**src/rtl/ptm_pkg.sv**
```systemverilog
// Package with register map, field layout, reset values, modes and helper functions of the periodic timer.
package ptm_pkg;

  // Counter and data widths.
  localparam int CNT_W  = 10;
  localparam int ADDR_W = 12;
  localparam int IRQ_W  = 2;

  // Register byte addresses on the APB bus.
  localparam logic [ADDR_W-1:0] OFS_CTRL0   = 12'h000;
  localparam logic [ADDR_W-1:0] OFS_CTRL1   = 12'h004;
  localparam logic [ADDR_W-1:0] OFS_CNT_LO  = 12'h008;
  localparam logic [ADDR_W-1:0] OFS_CNT_HI  = 12'h00C;
  localparam logic [ADDR_W-1:0] OFS_CMPA_LO = 12'h010;
  localparam logic [ADDR_W-1:0] OFS_CMPA_HI = 12'h014;
  localparam logic [ADDR_W-1:0] OFS_CMPP_LO = 12'h018;
  localparam logic [ADDR_W-1:0] OFS_CMPP_HI = 12'h01C;
  localparam logic [ADDR_W-1:0] OFS_IRQ_ST  = 12'h020;
  localparam logic [ADDR_W-1:0] OFS_IRQ_EN  = 12'h024;
  localparam logic [ADDR_W-1:0] OFS_IRQ_CLR = 12'h028;

  // Field positions in the first control register.
  localparam int C0_HOLD_BIT   = 7;
  localparam int C0_CLKSEL_LSB = 4;
  localparam int C0_ON_BIT     = 3;

  // Field positions in the second control register.
  localparam int C1_MODE_LSB   = 6;
  localparam int C1_PINF_LSB   = 4;
  localparam int C1_INIT_BIT   = 3;
  localparam int C1_INV_BIT    = 2;
  localparam int C1_CAPSRC_BIT = 1;
  localparam int C1_CLRSEL_BIT = 0;

  // Reset values.
  localparam logic [7:0]       CTRL0_RST = 8'h00;
  localparam logic [7:0]       CTRL1_RST = 8'h00;
  localparam logic [CNT_W-1:0] CMP_RST   = 10'h000;

  // Interrupt status bit positions.
  localparam int IRQ_A_BIT = 0;
  localparam int IRQ_P_BIT = 1;

  // Prescaler divide ratios.
  localparam int SYS_DIV    = 4;
  localparam int HS_DIV_LO  = 16;
  localparam int HS_DIV_HI  = 64;
  localparam int HS_PRE_W   = 6;

  typedef enum logic [1:0] {
    MODE_CMP = 2'b00,
    MODE_CAP = 2'b01,
    MODE_PWM = 2'b10,
    MODE_TMR = 2'b11
  } mode_t;

  typedef enum logic [2:0] {
    CLK_SYS_DIV4 = 3'b000,
    CLK_SYS      = 3'b001,
    CLK_HS_DIV16 = 3'b010,
    CLK_HS_DIV64 = 3'b011,
    CLK_TIMEBASE = 3'b100,
    CLK_HS       = 3'b101,
    CLK_EXT_RISE = 3'b110,
    CLK_EXT_FALL = 3'b111
  } clk_sel_t;

  typedef enum logic [1:0] {
    PINF_NONE = 2'b00,
    PINF_LOW  = 2'b01,
    PINF_HIGH = 2'b10,
    PINF_TOG  = 2'b11
  } pinf_t;

  // Rising edge of a registered level against its previous sample.
  function automatic logic rise_of(input logic cur, input logic prev);
    return cur & ~prev;
  endfunction

  // Falling edge of a registered level against its previous sample.
  function automatic logic fall_of(input logic cur, input logic prev);
    return ~cur & prev;
  endfunction

endpackage

```
**src/rtl/tick_if.sv**
```systemverilog
// Interface between the timer core and its count clock generator.
`timescale 1ns/1ps
interface tick_if;
  import ptm_pkg::*;

  logic     run;
  clk_sel_t sel;
  logic     tick;
  logic     ext_rise;
  logic     ext_fall;

  modport gen  (input run, input sel, output tick, output ext_rise, output ext_fall);
  modport user (output run, output sel, input tick, input ext_rise, input ext_fall);
endinterface

```
**src/rtl/count_tick_gen.sv**
```systemverilog
// Count clock generator: prescalers, clock source selection and external input edge detection.
`timescale 1ns/1ps
module count_tick_gen (
  input  wire logic mclk,
  input  wire logic rst,
  input  wire logic high_speed_tick,
  input  wire logic timebase_tick,
  input  wire logic external_count_input,
  tick_if.gen       t
);
  import ptm_pkg::*;

  logic [1:0]          sys_pre_r;
  logic [HS_PRE_W-1:0] hs_pre_r;
  logic                ext_s1_r;
  logic                ext_s2_r;
  logic                ext_s3_r;
  wire                 hs_div16_hit;
  wire                 hs_div64_hit;
  wire                 sys_div4_hit;

  // External pin passes two flip-flops; the third keeps the old level for edge detection.
  always_ff @(posedge mclk or posedge rst) begin
    if (rst) begin
      ext_s1_r <= 1'b0;
      ext_s2_r <= 1'b0;
      ext_s3_r <= 1'b0;
    end else begin
      ext_s1_r <= external_count_input;
      ext_s2_r <= ext_s1_r;
      ext_s3_r <= ext_s2_r;
    end
  end

  assign t.ext_rise = rise_of(ext_s2_r, ext_s3_r);
  assign t.ext_fall = fall_of(ext_s2_r, ext_s3_r);

  // Prescalers stay cleared while the counter is stopped, which saves their toggling power.
  always_ff @(posedge mclk or posedge rst) begin
    if (rst) begin
      sys_pre_r <= 2'b00;
      hs_pre_r  <= '0;
    end else if (!t.run) begin
      sys_pre_r <= 2'b00;
      hs_pre_r  <= '0;
    end else begin
      sys_pre_r <= sys_pre_r + 2'b01;
      if (high_speed_tick) begin
        hs_pre_r <= hs_pre_r + 6'h01;
      end
    end
  end

  assign sys_div4_hit = (sys_pre_r == 2'((SYS_DIV - 1)));
  assign hs_div16_hit = high_speed_tick && (hs_pre_r[3:0] == 4'((HS_DIV_LO - 1)));
  assign hs_div64_hit = high_speed_tick && (hs_pre_r == 6'((HS_DIV_HI - 1)));

  // One enabled edge per selected source event; the core gates it again with run.
  always_comb begin
    case (t.sel)
      CLK_SYS_DIV4: t.tick = sys_div4_hit;
      CLK_SYS:      t.tick = 1'b1;
      CLK_HS_DIV16: t.tick = hs_div16_hit;
      CLK_HS_DIV64: t.tick = hs_div64_hit;
      CLK_TIMEBASE: t.tick = timebase_tick;
      CLK_HS:       t.tick = high_speed_tick;
      CLK_EXT_RISE: t.tick = t.ext_rise;
      CLK_EXT_FALL: t.tick = t.ext_fall;
      default:      t.tick = 1'b0;
    endcase
  end
endmodule

```
**src/rtl/irq_status.sv**
```systemverilog
// Sticky interrupt status with enable mask and write-one-to-clear register.
`timescale 1ns/1ps
module irq_status #(
  parameter int W = 2
) (
  input  wire logic         mclk,
  input  wire logic         rst,
  input  wire logic [W-1:0] event_set,
  input  wire logic         clear_wr,
  input  wire logic         enable_wr,
  input  wire logic [W-1:0] wdata,
  output logic      [W-1:0] status,
  output logic      [W-1:0] enable,
  output logic              irq
);
  logic [W-1:0] status_r;
  logic [W-1:0] enable_r;
  wire  [W-1:0] status_nxt;

  // A new event wins over a clear written in the same cycle.
  assign status_nxt = (status_r & ~(clear_wr ? wdata : '0)) | event_set;

  always_ff @(posedge mclk or posedge rst) begin
    if (rst) begin
      status_r <= '0;
      enable_r <= '0;
    end else begin
      status_r <= status_nxt;
      if (enable_wr) begin
        enable_r <= wdata;
      end
    end
  end

  assign status = status_r;
  assign enable = enable_r;
  assign irq    = |(status_r & enable_r);
endmodule

```
**src/rtl/periodic_timer_10bit.sv**
```systemverilog
// Top of the 10-bit periodic timer: APB registers, counter, comparators, capture and output pin control.
// How it works
// - Ten-bit up-counter advances on the software-selected internal clock or external input.
// - Comparators A and P compare the counter with compare-A and compare-P values.
// - Software cannot load the counter; only a counter_on rising edge or a clearing match clears it.
// - The selected clearing match (A, or P/overflow) clears the counter and sets its interrupt flag.
// - counter_hold freezes the counter; clearing it resumes counting from the held value.
// - clock_source_select picks sys/4, sys, hs/16, hs/64, timebase, hs, external edges.
// - Clearing counter_on stops counting, idles the prescalers, and keeps the counter value.
// - In compare output mode a counter_on rising edge restores the pin initial level.
// - operating_mode_select chooses compare output, capture or timer mode; the PWM/single pulse code acts as timer mode.
// - In timer/counter mode the output pin is not driven.
// - Counter reads through a read-only pair; compare values are read/write pairs.
// - The three low bits of the first control register always read zero.
// - One external count input pin and one driven timer pin.
// - clear_source_select set clears on A match, else on P match or overflow; capture mode always clears on P.
// - In compare output mode an A match leaves, lowers, raises or toggles the pin.
// - output_initial_level gives the compare output pin level before any match.
// - output_invert inverts the pin; it has no effect in timer/counter mode.
`timescale 1ns/1ps
module periodic_timer_10bit (
  input  wire logic                         mclk,
  input  wire logic                         rst,
  input  wire logic [ptm_pkg::ADDR_W-1:0]   paddr,
  input  wire logic                         psel,
  input  wire logic                         penable,
  input  wire logic                         pwrite,
  input  wire logic [31:0]                  pwdata,
  output logic      [31:0]                  prdata,
  output logic                              pready,
  output logic                              pslverr,
  input  wire logic                         high_speed_tick,
  input  wire logic                         timebase_tick,
  input  wire logic                         external_count_input,
  input  wire logic                         timer_io_pin_in,
  output logic                              timer_io_pin_out,
  output logic                              timer_io_pin_oe_n,
  output logic                              irq
);
  import ptm_pkg::*;

  localparam logic [CNT_W-1:0] CNT_MAX = {CNT_W{1'b1}};

  // Software-visible control state.
  logic [7:0]       ctrl0_r;
  logic [7:0]       ctrl1_r;
  logic [CNT_W-1:0] cmp_a_r;
  logic [CNT_W-1:0] cmp_p_r;

  // Core state.
  logic [CNT_W-1:0] cnt_r;
  logic [CNT_W-1:0] cnt_nxt;
  logic             on_prev_r;
  logic             out_r;
  logic             out_nxt;
  logic [31:0]      prdata_r;
  logic [31:0]      rd_mux;

  // Timer pin input synchroniser and its edge history.
  logic             pin_s1_r;
  logic             pin_s2_r;
  logic             pin_s3_r;

  // Decoded fields.
  wire              counter_on;
  wire              counter_hold;
  clk_sel_t         clock_source_select;
  mode_t            operating_mode_select;
  pinf_t            pin_function_select;
  wire              output_initial_level;
  wire              output_invert;
  wire              capture_source_select;
  wire              clear_source_select;

  // Event and control wires.
  wire              on_rise;
  wire              active;
  wire              step;
  wire              a_hit;
  wire              p_hit;
  wire              p_at_top;
  wire              mode_cmp;
  wire              mode_cap;
  wire              clr_cnt;
  wire              cap_rise;
  wire              cap_fall;
  logic             capture;
  wire [IRQ_W-1:0]  events;
  wire [IRQ_W-1:0]  irq_st;
  wire [IRQ_W-1:0]  irq_en;

  // APB decode.
  wire              acc;
  wire              wr;
  wire              addr_ok;
  wire [7:0]        wbyte;

  tick_if t ();

  // Field decode from the control registers.
  assign counter_on            = ctrl0_r[C0_ON_BIT];
  assign counter_hold          = ctrl0_r[C0_HOLD_BIT];
  assign clock_source_select   = clk_sel_t'(ctrl0_r[C0_CLKSEL_LSB +: 3]);
  assign operating_mode_select = mode_t'(ctrl1_r[C1_MODE_LSB +: 2]);
  assign pin_function_select   = pinf_t'(ctrl1_r[C1_PINF_LSB +: 2]);
  assign output_initial_level  = ctrl1_r[C1_INIT_BIT];
  assign output_invert         = ctrl1_r[C1_INV_BIT];
  assign capture_source_select = ctrl1_r[C1_CAPSRC_BIT];
  assign clear_source_select   = ctrl1_r[C1_CLRSEL_BIT];

  assign mode_cmp = (operating_mode_select == MODE_CMP);
  assign mode_cap = (operating_mode_select == MODE_CAP);

  // The counter runs only while on and not held; the tick generator idles otherwise.
  assign active = counter_on && !counter_hold;
  assign t.run  = active;
  assign t.sel  = clock_source_select;

  count_tick_gen u_tick (
    .mclk                 (mclk),
    .rst                  (rst),
    .high_speed_tick      (high_speed_tick),
    .timebase_tick        (timebase_tick),
    .external_count_input (external_count_input),
    .t                    (t)
  );

  // Edge of counter_on against its previous value, seen in the same clock domain.
  assign on_rise = rise_of(counter_on, on_prev_r);
  assign step    = active && t.tick;

  // Comparators look at the current count on each enabled edge.
  // A zero compare-P value means the counter runs to its top and overflows.
  assign p_at_top = (cmp_p_r == '0);
  assign a_hit    = step && (cnt_r == cmp_a_r);
  assign p_hit    = step && (p_at_top ? (cnt_r == CNT_MAX) : (cnt_r == cmp_p_r));

  // Capture mode always clears on P; other modes follow clear_source_select.
  assign clr_cnt = mode_cap ? p_hit
                 : (clear_source_select ? a_hit : p_hit);

  // Counter next value; software has no load path at all.
  always_comb begin
    cnt_nxt = cnt_r;
    if (on_rise) begin
      cnt_nxt = '0;
    end else if (clr_cnt) begin
      cnt_nxt = '0;
    end else if (step) begin
      cnt_nxt = cnt_r + 1'b1;
    end
  end

  // Timer pin sampled through two flip-flops before the capture edge logic sees it.
  always_ff @(posedge mclk or posedge rst) begin
    if (rst) begin
      pin_s1_r <= 1'b0;
      pin_s2_r <= 1'b0;
      pin_s3_r <= 1'b0;
    end else begin
      pin_s1_r <= timer_io_pin_in;
      pin_s2_r <= pin_s1_r;
      pin_s3_r <= pin_s2_r;
    end
  end

  assign cap_rise = capture_source_select ? t.ext_rise : rise_of(pin_s2_r, pin_s3_r);
  assign cap_fall = capture_source_select ? t.ext_fall : fall_of(pin_s2_r, pin_s3_r);

  // Capture edge selection reuses the pin function field; code 11 disables capture.
  always_comb begin
    case (pin_function_select)
      PINF_NONE: capture = cap_rise;
      PINF_LOW:  capture = cap_fall;
      PINF_HIGH: capture = cap_rise || cap_fall;
      PINF_TOG:  capture = 1'b0;
      default:   capture = 1'b0;
    endcase
    capture = capture && mode_cap && counter_on;
  end

  // A flag: A match outside capture mode, or a capture. P flag: P match unless A clears.
  assign events[IRQ_A_BIT] = (a_hit && !mode_cap) || capture;
  assign events[IRQ_P_BIT] = p_hit && (mode_cap || !clear_source_select);

  // Output level: initial level on enable, then the selected action on each A match.
  always_comb begin
    out_nxt = out_r;
    if (mode_cmp && on_rise) begin
      out_nxt = output_initial_level;
    end else if (mode_cmp && a_hit) begin
      case (pin_function_select)
        PINF_NONE: out_nxt = out_r;
        PINF_LOW:  out_nxt = 1'b0;
        PINF_HIGH: out_nxt = 1'b1;
        PINF_TOG:  out_nxt = ~out_r;
        default:   out_nxt = out_r;
      endcase
    end
  end

  // Core registers.
  always_ff @(posedge mclk or posedge rst) begin
    if (rst) begin
      cnt_r     <= '0;
      on_prev_r <= 1'b0;
      out_r     <= 1'b0;
    end else begin
      cnt_r     <= cnt_nxt;
      on_prev_r <= counter_on;
      out_r     <= out_nxt;
    end
  end

  // The pin is driven only in compare output mode; timer mode leaves it to other functions.
  // PWM and single pulse waveforms are not generated here, so that mode also releases the pin.
  assign timer_io_pin_oe_n = !mode_cmp;
  assign timer_io_pin_out  = out_r ^ (output_invert && mode_cmp);

  // APB slave: no wait states, error on unmapped addresses.
  assign acc     = psel && penable;
  assign wr      = acc && pwrite && addr_ok;
  assign wbyte   = pwdata[7:0];
  assign pready  = 1'b1;
  assign pslverr = acc && !addr_ok;
  assign addr_ok = (paddr == OFS_CTRL0)   || (paddr == OFS_CTRL1)   ||
                   (paddr == OFS_CNT_LO)  || (paddr == OFS_CNT_HI)  ||
                   (paddr == OFS_CMPA_LO) || (paddr == OFS_CMPA_HI) ||
                   (paddr == OFS_CMPP_LO) || (paddr == OFS_CMPP_HI) ||
                   (paddr == OFS_IRQ_ST)  || (paddr == OFS_IRQ_EN)  ||
                   (paddr == OFS_IRQ_CLR);

  // Software register writes; the mode field is taken as written, even while running.
  // A capture in the same cycle as a compare-A write wins, so a measured value is never lost.
  always_ff @(posedge mclk or posedge rst) begin
    if (rst) begin
      ctrl0_r <= CTRL0_RST;
      ctrl1_r <= CTRL1_RST;
      cmp_a_r <= CMP_RST;
      cmp_p_r <= CMP_RST;
    end else begin
      if (wr && paddr == OFS_CTRL0) begin
        ctrl0_r <= {wbyte[7:3], 3'b000};
      end
      if (wr && paddr == OFS_CTRL1) begin
        ctrl1_r <= wbyte;
      end
      if (capture) begin
        cmp_a_r <= cnt_r;
      end else if (wr && paddr == OFS_CMPA_LO) begin
        cmp_a_r[7:0] <= wbyte;
      end else if (wr && paddr == OFS_CMPA_HI) begin
        cmp_a_r[CNT_W-1:8] <= wbyte[CNT_W-9:0];
      end
      if (wr && paddr == OFS_CMPP_LO) begin
        cmp_p_r[7:0] <= wbyte;
      end else if (wr && paddr == OFS_CMPP_HI) begin
        cmp_p_r[CNT_W-1:8] <= wbyte[CNT_W-9:0];
      end
    end
  end

  irq_status #(
    .W (IRQ_W)
  ) u_irq (
    .mclk      (mclk),
    .rst       (rst),
    .event_set (events),
    .clear_wr  (wr && paddr == OFS_IRQ_CLR),
    .enable_wr (wr && paddr == OFS_IRQ_EN),
    .wdata     (wbyte[IRQ_W-1:0]),
    .status    (irq_st),
    .enable    (irq_en),
    .irq       (irq)
  );

  // Read mux; unused upper bits read zero and the clear register reads zero.
  always_comb begin
    rd_mux = 32'h0000_0000;
    case (paddr)
      OFS_CTRL0:   rd_mux[7:0] = ctrl0_r;
      OFS_CTRL1:   rd_mux[7:0] = ctrl1_r;
      OFS_CNT_LO:  rd_mux[7:0] = cnt_r[7:0];
      OFS_CNT_HI:  rd_mux[CNT_W-9:0] = cnt_r[CNT_W-1:8];
      OFS_CMPA_LO: rd_mux[7:0] = cmp_a_r[7:0];
      OFS_CMPA_HI: rd_mux[CNT_W-9:0] = cmp_a_r[CNT_W-1:8];
      OFS_CMPP_LO: rd_mux[7:0] = cmp_p_r[7:0];
      OFS_CMPP_HI: rd_mux[CNT_W-9:0] = cmp_p_r[CNT_W-1:8];
      OFS_IRQ_ST:  rd_mux[IRQ_W-1:0] = irq_st;
      OFS_IRQ_EN:  rd_mux[IRQ_W-1:0] = irq_en;
      default:     rd_mux = 32'h0000_0000;
    endcase
  end

  // Read data is latched in the setup cycle so it stands registered through the access cycle.
  always_ff @(posedge mclk or posedge rst) begin
    if (rst) begin
      prdata_r <= 32'h0000_0000;
    end else if (psel && !penable) begin
      prdata_r <= rd_mux;
    end
  end

  assign prdata = prdata_r;
endmodule

```
**config.mk**
```make
export PLATFORM = sky130hd
export DESIGN_NAME = periodic_timer_10bit
export DESIGN_NICKNAME = d
export VERILOG_FILES = /design/src/rtl/ptm_pkg.sv /design/src/rtl/tick_if.sv /design/src/rtl/count_tick_gen.sv /design/src/rtl/irq_status.sv /design/src/rtl/periodic_timer_10bit.sv
export SDC_FILE = /design/constraint.sdc
export NUM_CORES = 1
export LEC_CHECK = 0
export ABC_AREA = 1
export BUFFER_PORTS_ARGS = -buffer_cell sky130_fd_sc_hd__buf_2
export CORE_ASPECT_RATIO = 0.6
export CORE_MARGIN = 8
export CORE_UTILIZATION = 56
export DETAILED_ROUTE_END_ITERATION = 10
export HOLD_SLACK_MARGIN = 0.08
export PLACE_DENSITY = 0.82
export SLEW_MARGIN = 40
export SYNTH_ARGS = -nofsm -noshare
export SYNTH_HDL_FRONTEND = slang
export SYNTH_SLANG_ARGS = --single-unit
```
**constraint.sdc**
```tcl
create_clock -name mclk -period 2.5 [get_ports mclk]
set_input_delay 0.25 -clock mclk [delete_from_list [all_inputs] [get_ports mclk]]
set_output_delay 0.25 -clock mclk [all_outputs]
set_load 0.05 [all_outputs]
```
==> metrics.yaml <==
die:
  die_y_um: 85.4
  fp-row-count: 25
  die_x_um: 132
  start_util: 0.574
  num_io_pins: 90
  fp.coreArea_um2: 7820
  dieArea_um2: 11200
global_routing:
  antenna_found_initial: 0
  grt_pass1_wl_um: 20900
  grt_overflow: 0
  grt_pass1_vias: 4156
  grt_max_degree: 72
  grt_use_total: 0.231
routing:
  wirelength_um: 12700
  drc: 0
  viasPerCell: 5.45
  drtIter0Drc: 565
  wl_per_cell_um: 15.9
  dr_total_vias: 4347
  first_pass_iters: 5
  postRouteAntennaNets: 0
worst_setup_path:
  crit_buf_inv: 1
  crit_path_start_kind: "flip-flop"
  cp_cell_sequence: "nor2_1 > inv_1 > nor2_1 > nand2_1 > nand3_1 > nand2_1 > nor2_1 > nand2_1 > nor2_1 > nand2_1 > nand2_2 > nor2_1"
  crit_family: "simple AND/OR/NAND/NOR gates"
  critPathMaxStageDelay_ns: 0.44
  arrival_ns: 2.23
  cp_max_fo: 13
  crit_path_frequent_cell: "nor2_1"
  path_class: "flip-flop to flip-flop"
  crit_slowest_cell: "dfrtp_1"
  end_kind: "flip-flop"
  crit_required_ns: 2.73
cells_and_area:
  fin_nets: 740
  drive_gt1_frac: 0.147
  multiInputGateArea_um2: 2250
  n_antenna_cell: 0
  stdcell_count: 797
  register_area_um2: 1780
  fill_cells: 691
  finish.utilization: 0.651
  syn2layout_area_growth_pct: 13.4
power:
  powerDensity_nw_per_um2: 687
  peakVddDrop_uv: 408
  p_leak_nw: 2.71
yosys:
  synth.avg_cell_area_um2: 7.12
  synthCells: 631
  ys_types: 33
  ys_async_sr_fraction: 1.00
  synth.area.top_cells: "dfrtp_1 (40%), nand2_1 (14%), inv_1 (6.9%)"
  netlist_area_um2: 4490
  synth_seq_cells: 71
  synth_commonest_cells: "nand2_1 (167), inv_1 (82), nor2_1 (74), dfrtp_1 (71), nand3_1 (50)"
  synth_top_area_cell: "dfrtp_1"
  synth-edff-count: 0
  yosysMostFrequentCell: "nand2_1"
  synth-main-ff-cell: "dfrtp_1"
  synth_top_cell_area_share: 0.396
  synth-seq-area-share: 0.396
  yosys_warnings: 0
clock_tree:
  numCtsBuffers: 9
  path_clk_slew_ns: 0.06
  cts_root_buf: "clkbuf_16"
  postCtsSetupRepairBufs: 0
  cts_tree: "built"
  clk_latency_ns: 0.35
  clock_path_buffers: 2
  htreeDepth: 3
  cts_hold_buffers: 3
  clkSinkCount: 71
  cts_resized: 0
placed_design:
  place.gp.congestion: 0.963
  dp_cells: 778
  hpwl_um: 9520
  port_buffers: 40
timing:
  timing.setup.tns_ns: 0
  tightest_slew_ns: 0.723
  rsz0062_at_grt: "false"
  max_freq_ghz: 0.499
  hold_viol_final: 0
  clock_skew_ns: 0.0106
  min_period_ns: 2.01
  fin_crit_sh: 0.802
  whs_ns: 0.156
  slew_violations: 0
  relSlewSlack: 0.516
  setup_violations: 0
min_path:
  min_path_type: "input pin to flip-flop"
run:
  drv_cap: 0
run_status:
  status: "completed"
==> through the flow <==
| step | instance area [um2] | setup slack (ns) | power, mW |
|---|---|---|---|
| floorplan | 4580 | 0.453 | 2.01 |
| global placement | 4760 | 0.530 | 2.17 |
| detailed placement | 4760 | 0.473 | 2.19 |
| CTS | 5090 | 0.542 | 3.50 |
| global route | 5090 | 0.338 | 3.68 |
| finish | 5090 | 0.495 | 3.50 |
==> power breakdown <==
| group | internal [mW] | switching (mW) | leakage, nW |
|---|---|---|---|
| combinational | 0.241 | 0.535 | 1.79 |
| clock | 0.780 | 0.524 | 0.139 |
| sequential | 1.28 | 0.141 | 0.785 |
| total | 2.30 | 1.20 | 2.71 |
==> cell type report <==
class                      count  share of cell area
clock inverter                 7              0.0155
clock buffer                   9              0.0442
timing repair buffer          53              0.0624
sequential                    71               0.349
tap                          108              0.0265
inverter                      82              0.0604
multi-input combinational    467               0.442
==> state kept, by name (all words and copies together) (netlist names), 2 cells and up <==
| register | flops |
|---|---|
| cmp_a_r | 10 |
| cmp_p_r | 10 |
| cnt_r | 10 |
| ctrl0_r | 5 |
| ctrl1_r | 8 |
| prdata | 8 |
| u_irq.enable | 2 |
| u_irq.status | 2 |
| u_tick.hs_pre_r | 6 |
| u_tick.sys_pre_r | 2 |
==> final timing paths <==
check / startpoint / slack, ns / endpoint / depth (start not counted)
min: pwdata[2] / 0.16 / cmp_p_r[2] / 3
min reg2reg: u_tick.ext_s1_r / 0.34 / u_tick.ext_s2_r / 0
min in group asynchronous: rst / 0.54 / prdata[1] / 4
max: cmp_p_r[2] / 0.49 / cnt_r[8] / 12
max reg2reg: cmp_p_r[2] / 0.49 / cnt_r[8] / 12
max in group asynchronous: rst / 1.66 / ctrl1_r[3] / 4
==> worst reg2reg max path: cells and delay by family (launching register included) <==
| family | cells | cell delay [ns] |
|---|---|---|
| simple gates | 11 | 1.39 |
| flops | 1 | 0.44 |
| buf+inv | 1 | 0.05 |
==> per-layer routing <==
metal | GRT usage | vias to the layer above | part of all wire
li1 | - | 2075 | -
met1 | 0.313 | 2021 | 0.47
met2 | 0.332 | 230 | 0.41
met3 | 0.0920 | 21 | 0.11
met4 | 0.0684 | 0 | 0.011
met5 | 0 | - | 0
==> cells by family (layout without fill, tap and decap cells) <==
logic type	Yosys count	in the layout	share of synthesized area
AOI/OAI and AO/OA	88	88	0.111
xor gates and xnor gates	10	10	0.0195
DFF	71	71	0.396
and+or+nand+nor	341	341	0.342
adders and majority gates	3	3	0.00836
buffers and inverters	116	151	0.123
other	2	25	0.00167
==> cells in the final DEF (no fill, tap or decap), types with 12 or more instances in the layout <==
| cell type | synthesis | layout |
|---|---|---|
| a21oi_1 | 13 | 13 |
| buf_2 | 2 | 40 |
| conb_1 | 2 | 25 |
| dfrtp_1 | 71 | 71 |
| inv_1 | 82 | 81 |
| nand2_1 | 167 | 167 |
| nand3_1 | 50 | 50 |
| nor2_1 | 74 | 74 |
| nor3_1 | 13 | 13 |
| o21ai_0 | 48 | 48 |
| o22ai_1 | 12 | 12 |
Power figures use the tool's default switching activity.
